File: src/pkg/rps_defs.svh
// Constants of the remappable pin select block: offsets, field positions, masks and reset values.
// Assumes a 12-bit word-aligned register port and 32 remappable pins in four groups of eight.
`ifndef RPS_DEFS_SVH
`define RPS_DEFS_SVH

`define RPS_ADDR_W 12
`define RPS_CFG_ADDR 12'h000
`define RPS_IN_PAGE 4'h1
`define RPS_OUT_PAGE 4'h2
`define RPS_NUM_IN 24
`define RPS_NUM_PIN 32
`define RPS_SEL_W 4
`define RPS_LOCK_BIT 13
`define RPS_ONE_WAY_STAT_BIT 14
`define RPS_SESSION_BIT 15
`define RPS_ONE_WAY_BIT 29
`define RPS_IN_SEL_RST 4'hF
`define RPS_OUT_SEL_RST 4'h0
`define RPS_VAR_28 2'h0
`define RPS_VAR_36 2'h1
`define RPS_VAR_44 2'h2
`define RPS_MASK_36UP 32'h20C0_0040
`define RPS_MASK_44ONLY 32'hC020_E0A0
`define RPS_IN_IDLE 24'h41_8308

`endif

File: src/pkg/rps_pkg.sv
// Types of the remappable pin select block: bus request and peripheral signal bundles.
// Assumes rps_defs.svh is included by the files that need the constants.
package rps_pkg;

    // One register port request; write and read strobes are never high together.
    typedef struct packed {
        logic [11:0] addr;
        logic [31:0] wdata;
        logic we;
        logic re;
    } rps_bus_req_type;

    // Peripheral outputs that can be routed to pins; the last field is bit 0.
    typedef struct packed {
        logic compare_output_3;
        logic spi2_slave_select;
        logic reference_clock_output;
        logic compare_output_5;
        logic compare_output_4;
        logic comparator3_output;
        logic compare_output_2;
        logic spi2_serial_out;
        logic spi1_serial_out;
        logic comparator2_output;
        logic compare_output_1;
        logic spi1_slave_select;
        logic uart2_request_to_send;
        logic uart1_transmit;
    } rps_periph_out_type;

    // Peripheral inputs fed from pins; the last field is bit 0, in select register order.
    typedef struct packed {
        logic compare_fault_a;
        logic spi2_slave_select;
        logic capture_input_2;
        logic timer5_clock_in;
        logic external_irq_1;
        logic compare_fault_b;
        logic spi2_serial_in;
        logic uart2_clear_to_send;
        logic uart1_receive;
        logic capture_input_5;
        logic capture_input_1;
        logic timer4_clock_in;
        logic external_irq_2;
        logic spi1_serial_in;
        logic uart2_receive;
        logic uart1_clear_to_send;
        logic capture_input_3;
        logic timer3_clock_in;
        logic external_irq_3;
        logic reference_clock_input;
        logic spi1_slave_select;
        logic capture_input_4;
        logic timer2_clock_in;
        logic external_irq_4;
    } rps_periph_in_type;

endpackage : rps_pkg

File: src/rtl/rps_pin_remap.sv
// Remappable pin select: input and output routing tables, write lock and one-way lock option.
// Assumes synchronous pin and peripheral signals on ref_clk_i and a system unlock flag from outside.
`timescale 1ns/10ps
`include "rps_defs.svh"

module rps_pin_remap
(
    // Clock and reset.
    input wire logic ref_clk_i,
    input wire logic reset_n_i,
    // Register port.
    input wire rps_pkg::rps_bus_req_type bus_req_i,
    output logic [31:0] bus_rdata_o,
    // System controls and straps.
    input wire logic unlock_ok_i,
    input wire logic [31:0] cfg_word3_i,
    input wire logic [1:0] pkg_variant_i,
    // Pin side.
    input wire logic [31:0] pin_in_i,
    input wire logic [31:0] analog_sel_i,
    output logic [31:0] pin_out_o,
    output logic [31:0] pin_active_o,
    // Peripheral side.
    input wire rps_pkg::rps_periph_out_type periph_out_i,
    output rps_pkg::rps_periph_in_type periph_in_o
);

    logic strap_done_r;
    logic one_way_r;
    logic [1:0] variant_r;
    logic lock_r;
    logic set_once_r;
    logic [23:0][3:0] in_sel_r;
    logic [31:0][3:0] out_sel_r;
    logic [31:0] rdata_r;
    logic [23:0] periph_in_r;
    logic [23:0] periph_in_nxt;
    logic [31:0] pin_out_r;
    logic [31:0] pin_out_nxt;
    logic [31:0] pin_active_r;
    logic [31:0] pin_active_nxt;
    logic [13:0] src_vec;
    logic wr_cfg;
    logic wr_in;
    logic wr_out;

    // True when the address names an input select register.
    function automatic logic is_in_addr(input logic [11:0] a);
        is_in_addr = (a[11:8] == `RPS_IN_PAGE) && (a[7:2] < 6'(`RPS_NUM_IN)) && (a[1:0] == 2'h0);
    endfunction : is_in_addr

    // True when the address names an output select register.
    function automatic logic is_out_addr(input logic [11:0] a);
        is_out_addr = (a[11:8] == `RPS_OUT_PAGE) && (a[7:2] < 6'(`RPS_NUM_PIN)) && (a[1:0] == 2'h0);
    endfunction : is_out_addr

    // Pin group that an input select register draws from.
    function automatic logic [1:0] in_group(input int i);
        if (i < 5)
        begin
            in_group = 2'h0;
        end
        else if (i < 11)
        begin
            in_group = 2'h1;
        end
        else if (i < 19)
        begin
            in_group = 2'h2;
        end
        else
        begin
            in_group = 2'h3;
        end
    endfunction : in_group

    // Whether a pin is bonded out on the strapped package.
    function automatic logic pin_present(input logic [4:0] pin, input logic [1:0] variant);
        logic [31:0] m36;
        logic [31:0] m44;
        m36 = `RPS_MASK_36UP;
        m44 = `RPS_MASK_44ONLY;
        pin_present = !((variant == `RPS_VAR_28) && m36[pin]) && !((variant != `RPS_VAR_44) && m44[pin]);
    endfunction : pin_present

    // Output code decode per group; returns enable and value, reserved codes disable.
    function automatic logic [1:0] route_out(input logic [1:0] g, input logic [3:0] c, input logic [13:0] s);
        route_out = 2'h0;
        case (g)
            2'h0:
            begin
                case (c)
                    4'h1: route_out = {1'b1, s[0]};
                    4'h2: route_out = {1'b1, s[1]};
                    4'h3: route_out = {1'b1, s[2]};
                    4'h5: route_out = {1'b1, s[3]};
                    4'h7: route_out = {1'b1, s[4]};
                    default: route_out = 2'h0;
                endcase
            end
            2'h1:
            begin
                case (c)
                    4'h3: route_out = {1'b1, s[5]};
                    4'h4: route_out = {1'b1, s[6]};
                    4'h5: route_out = {1'b1, s[7]};
                    4'h7: route_out = {1'b1, s[8]};
                    default: route_out = 2'h0;
                endcase
            end
            2'h2:
            begin
                case (c)
                    4'h3: route_out = {1'b1, s[5]};
                    4'h4: route_out = {1'b1, s[6]};
                    4'h5: route_out = {1'b1, s[9]};
                    4'h6: route_out = {1'b1, s[10]};
                    4'h7: route_out = {1'b1, s[11]};
                    default: route_out = 2'h0;
                endcase
            end
            default:
            begin
                case (c)
                    4'h4: route_out = {1'b1, s[12]};
                    4'h5: route_out = {1'b1, s[13]};
                    default: route_out = 2'h0;
                endcase
            end
        endcase
    endfunction : route_out

    // Write decode shared by the lock and the select registers.
    assign wr_cfg = bus_req_i.we && (bus_req_i.addr == `RPS_CFG_ADDR);
    assign wr_in = bus_req_i.we && is_in_addr(bus_req_i.addr);
    assign wr_out = bus_req_i.we && is_out_addr(bus_req_i.addr);
    assign src_vec = periph_out_i;

    // Straps are caught one cycle after reset release; until then the strictest options hold.
    // Later changes on the strap inputs are ignored, as a fuse would be, until the next reset.
    always_ff @(posedge ref_clk_i)
    begin
        if (!reset_n_i)
        begin
            strap_done_r <= 1'b0;
            one_way_r <= 1'b1;
            variant_r <= `RPS_VAR_28;
        end
        else if (!strap_done_r)
        begin
            strap_done_r <= 1'b1;
            one_way_r <= cfg_word3_i[`RPS_ONE_WAY_BIT];
            variant_r <= pkg_variant_i;
        end
    end

    // Write lock; the lock only moves while the system unlock flag is up.
    // Setting is always honoured with the flag; only clearing is blocked by the one-way option.
    always_ff @(posedge ref_clk_i)
    begin
        if (!reset_n_i)
        begin
            lock_r <= 1'b0;
            set_once_r <= 1'b0;
        end
        else if (wr_cfg && unlock_ok_i)
        begin
            if (bus_req_i.wdata[`RPS_LOCK_BIT])
            begin
                lock_r <= 1'b1;
                set_once_r <= 1'b1;
            end
            else if (!(one_way_r && set_once_r))
            begin
                lock_r <= 1'b0;
            end
        end
    end

    // Input selects; locked writes are acknowledged but dropped.
    // The reset value is a reserved code, so no peripheral input listens to a pin until assigned.
    always_ff @(posedge ref_clk_i)
    begin
        if (!reset_n_i)
        begin
            in_sel_r <= {`RPS_NUM_IN{`RPS_IN_SEL_RST}};
        end
        else if (wr_in && !lock_r)
        begin
            in_sel_r[bus_req_i.addr[6:2]] <= bus_req_i.wdata[3:0];
        end
    end

    // Output selects; reset to no connection so nothing drives a pin after reset.
    always_ff @(posedge ref_clk_i)
    begin
        if (!reset_n_i)
        begin
            out_sel_r <= {`RPS_NUM_PIN{`RPS_OUT_SEL_RST}};
        end
        else if (wr_out && !lock_r)
        begin
            out_sel_r[bus_req_i.addr[6:2]] <= bus_req_i.wdata[3:0];
        end
    end

    // Read data stand in the cycle after the strobe only; unmapped addresses read zero.
    // Zeroing the idle cycles lets a shared read bus OR several slaves without a select.
    always_ff @(posedge ref_clk_i)
    begin
        if (!reset_n_i)
        begin
            rdata_r <= 32'h0000_0000;
        end
        else
        begin
            rdata_r <= 32'h0000_0000;
            if (bus_req_i.re)
            begin
                if (bus_req_i.addr == `RPS_CFG_ADDR)
                begin
                    rdata_r[`RPS_LOCK_BIT] <= lock_r;
                    rdata_r[`RPS_ONE_WAY_STAT_BIT] <= one_way_r;
                    rdata_r[`RPS_SESSION_BIT] <= set_once_r;
                end
                else if (is_in_addr(bus_req_i.addr))
                begin
                    rdata_r[3:0] <= in_sel_r[bus_req_i.addr[6:2]];
                end
                else if (is_out_addr(bus_req_i.addr))
                begin
                    rdata_r[3:0] <= out_sel_r[bus_req_i.addr[6:2]];
                end
            end
        end
    end

    // Input mux: codes with the top bit set or naming an unbonded pin leave the input idle.
    always_comb
    begin
        logic [3:0] code;
        logic [4:0] pin;
        code = 4'h0;
        pin = 5'h00;
        periph_in_nxt = `RPS_IN_IDLE;
        for (int i = 0; i < `RPS_NUM_IN; i++)
        begin
            code = in_sel_r[i];
            pin = {in_group(i), code[2:0]};
            if (!code[3] && pin_present(pin, variant_r))
            begin
                periph_in_nxt[i] = pin_in_i[pin];
            end
        end
    end

    // Output mux: a pin is taken over only by a valid code on a bonded, non-analog pin.
    // Analog mode is tested last so that it always wins, whatever code is stored.
    always_comb
    begin
        logic [1:0] rt;
        rt = 2'h0;
        pin_out_nxt = 32'h0000_0000;
        pin_active_nxt = 32'h0000_0000;
        for (int p = 0; p < `RPS_NUM_PIN; p++)
        begin
            rt = route_out(2'(p >> 3), out_sel_r[p], src_vec);
            pin_active_nxt[p] = rt[1] && pin_present(5'(p), variant_r) && !analog_sel_i[p];
            pin_out_nxt[p] = rt[0] && pin_active_nxt[p];
        end
    end

    // Routed data are registered, which costs one cycle of latency but keeps outputs glitch free.
    // Inputs and outputs share this stage, so both directions see the same delay.
    always_ff @(posedge ref_clk_i)
    begin
        if (!reset_n_i)
        begin
            periph_in_r <= `RPS_IN_IDLE;
            pin_out_r <= 32'h0000_0000;
            pin_active_r <= 32'h0000_0000;
        end
        else
        begin
            periph_in_r <= periph_in_nxt;
            pin_out_r <= pin_out_nxt;
            pin_active_r <= pin_active_nxt;
        end
    end

    assign bus_rdata_o = rdata_r;
    assign periph_in_o = periph_in_r;
    assign pin_out_o = pin_out_r;
    assign pin_active_o = pin_active_r;
endmodule : rps_pin_remap

File: config.mk
export PLATFORM = sky130hd
export DESIGN_NAME = rps_pin_remap
export DESIGN_NICKNAME = d
export VERILOG_FILES = /design/src/pkg/rps_pkg.sv /design/src/rtl/rps_pin_remap.sv
export VERILOG_INCLUDE_DIRS = /design/src /design/src/pkg
export SDC_FILE = /design/constraint.sdc
export NUM_CORES = 1
export LEC_CHECK = 0
export BUFFER_PORTS_ARGS = -buffer_cell sky130_fd_sc_hd__buf_2
export CAP_MARGIN = 20
export CORE_ASPECT_RATIO = 1.25
export CORE_MARGIN = 2
export CORE_UTILIZATION = 54
export DETAILED_ROUTE_END_ITERATION = 16
export PLACE_DENSITY = 0.85
export RECOVER_POWER = 100
export SYNTH_ARGS = -nofsm -noshare
export SYNTH_HDL_FRONTEND = slang
export SYNTH_SLANG_ARGS = --single-unit
File: constraint.sdc
create_clock -name ref_clk_i -period 3.7 [get_ports ref_clk_i]
set_clock_uncertainty 0.2 [all_clocks]
set_input_delay 0.74 -clock ref_clk_i [delete_from_list [all_inputs] [get_ports ref_clk_i]]
set_output_delay 0.74 -clock ref_clk_i [all_outputs]
set_load 0.005 [all_outputs]
==> results.yml <==
die:
  die_area_um2: 33200
  die_h_um: 203
  coreArea_um2: 31100
  io_pins: 281
  start_util: 0.552
  fp.dieW_um: 163
  num_rows: 72
global_routing:
  grt_overflow_total: 0
  antenna_found_initial: 0
  grt_max_degree: 97
  grt_pass1_wl_mm: 79.7
  gr-usage-all-layers: 0.305
  grt_pass1_vias: 14500
placed_design:
  io_buffers: 197
  hpwl_mm: 36.1
  placed_cell_area_um2: 18400
  place.gp.congestion: 0.984
  placed_cells: 2257
detailed_routing:
  drc_errors: 0
  vias_per_cell: 6.49
  wl_per_cell_um: 22.4
  drt-total-wl_mm: 51.8
  vias: 15000
  drtIter0Drc: 1746
  drt_first_pass_iters: 6
  final_antenna_net_count: 0
logic_synthesis:
  async_flop_share: 0
  ys_seq_area_frac: 0.428
  syn_area_um2: 17200
  ys_ff_latch: 367
  postSynthAreaPerCell_um2: 9.92
  synth_flop_cell: "dfxtp_1"
  synth_edf_count: 0
  synth.distinct_cells: 52
  synthCells: 1730
  synth_warnings: 0
setup_path:
  critPathCaptureType: "flop"
  crit_top_cell: "nand3_1"
  cp_slowest_cell: "or4_1"
  path_cells: "buf_2 -> or4_1 -> nor4b_1 -> clkbuf_2 -> nand3_1 -> nand3_1 -> o21ai_0"
  path_max_fanout: 34
  critPathTopFamily: "simple AND/OR/NAND/NOR gates"
  arrival_ns: 3.24
  worst-path-buf-inv: 2
  criticalPathCategory: "input port to flop"
  worstSetupStartpointType: "input port"
  worst_path_largest_cell_delay_ns: 0.66
  required_ns: 3.89
finish:
  layout_common_cells: "dfxtp_1 (367), mux2i_1 (242), nand3_1 (195), buf_2 (160), o21ai_0 (154)"
  drive_above_1_share: 0.182
  fin_area_um2: 19400
  syn2layout_area_growth_pct: 13.2
  fin_cells: 2317
  diodes: 0
  final_nets: 2050
  utilization: 0.625
  mostFrequentLayoutCell: "dfxtp_1"
status:
  outcome: "complete, no violations"
clocking:
  cts_setup_buffers: 0
  numCtsBuffers: 36
  path_clk_slew_ns: 0.07
  ctsResizeCount: 0
  clk_path_buf_depth: 3
  tritoncts: "yes"
  cts.sinks: 367
  cts_root_buffer: "clkbuf_16"
  htree_levels: 2
  cts_hold_buffers: 0
  clk-insertion-delay-late_ns: 0.53
timing:
  hold_viol_final: 0
  slew_headroom: 0.226
  fin_tns_setup_ns: 0
  setup_viol_count_final: 0
  fmaxAchievable_mhz: 328
  rsz0062_at_grt: "false"
  whs_ns: 0.175
  post-route-period-util: 0.824
  finalMaxSlewViolations: 0
  worst_pin_slew_ns: 1.16
  period_minus_slack_ns: 3.05
power:
  power_density_nw_per_um2: 428
  p_leak_nw: 8.02
  peakVddDrop_v: 0.000394
min_path:
  hold_path_class: "input port to flop"
job:
  drv_cap: 0
cell type report:
| type | instances | area [um^2] |
|---|---|---|
| clock buffer | 51 | 1070 |
| fill | 2475 | 11700 |
| clock inverter | 8 | 148 |
| timing repair buffer | 241 | 1300 |
| inverter | 15 | 56.3 |
| multi-input combinational | 1228 | 9000 |
| sequential | 367 | 7350 |
| tap | 407 | 509 |
cells in the mapped netlist, types with 15 or more instances:
cell type | instances | area (um^2)
a21oi_1 | 56 | 280
buf_1 | 16 | 60.1
buf_2 | 29 | 145
buf_4 | 29 | 218
clkbuf_1 | 67 | 251
dfxtp_1 | 367 | 7350
mux2i_1 | 242 | 2420
mux4_2 | 72 | 1620
nand2_1 | 148 | 556
nand3_1 | 176 | 881
nand3_2 | 15 | 150
nand4_1 | 15 | 93.8
nor2_1 | 46 | 173
nor2b_1 | 37 | 231
nor4_1 | 51 | 319
o21ai_0 | 148 | 741
o22ai_1 | 48 | 300
logic make-up (layout without fill, tap and decap cells):
group | after synthesis | in the layout | share of synthesized area
simple gates | 572 | 572 | 0.183
flops | 367 | 367 | 0.428
mux | 324 | 324 | 0.242
compound gates | 307 | 307 | 0.101
buf+inv | 159 | 315 | 0.0448
other cells | 1 | 25 | 0.000219
metal layers:
metal / GRT usage / wire, um
met1: 0.361 / 18400
met3: 0.0510 / 4780
met5: 0 / 0
met2: 0.519 / 25400
met4: 0.182 / 3330
power by group:
part | total [W] | switching [W] | internal (W)
sequential | 0.00396 | 0.00000351 | 0.00395
clock | 0.00382 | 0.00154 | 0.00229
combinational | 0.000538 | 0.000346 | 0.000193
final timing paths:
check        cells after the start                to        startpoint  slack (ns)
max                              7    out_sel_r[116]     bus_req_i[41]        0.65
min reg2reg                      1    periph_in_o[6]              flop        0.25
min                              2  pin_active_o[25]  analog_sel_i[25]        0.18
max reg2reg                      3   periph_in_o[10]      variant_r[0]        1.48
through the flow:
stage / worst slack [ns] / total power (W)
after floorplan: 0.968 / 0.00437
after global placement: 0.612 / 0.00456
after detailed placement: 0.586 / 0.00457
after CTS: 1.12 / 0.00832
after global routing: 0.497 / 0.00851
final: 0.653 / 0.00831
worst register-to-register path: stages, from the launching register on:
cell	delay, ns
dfxtp_1	0.34
clkinv_1	0.42
nand2_1	0.35
a2111oi_0	0.74
Note: power is estimated with default switching activity, not from simulation.
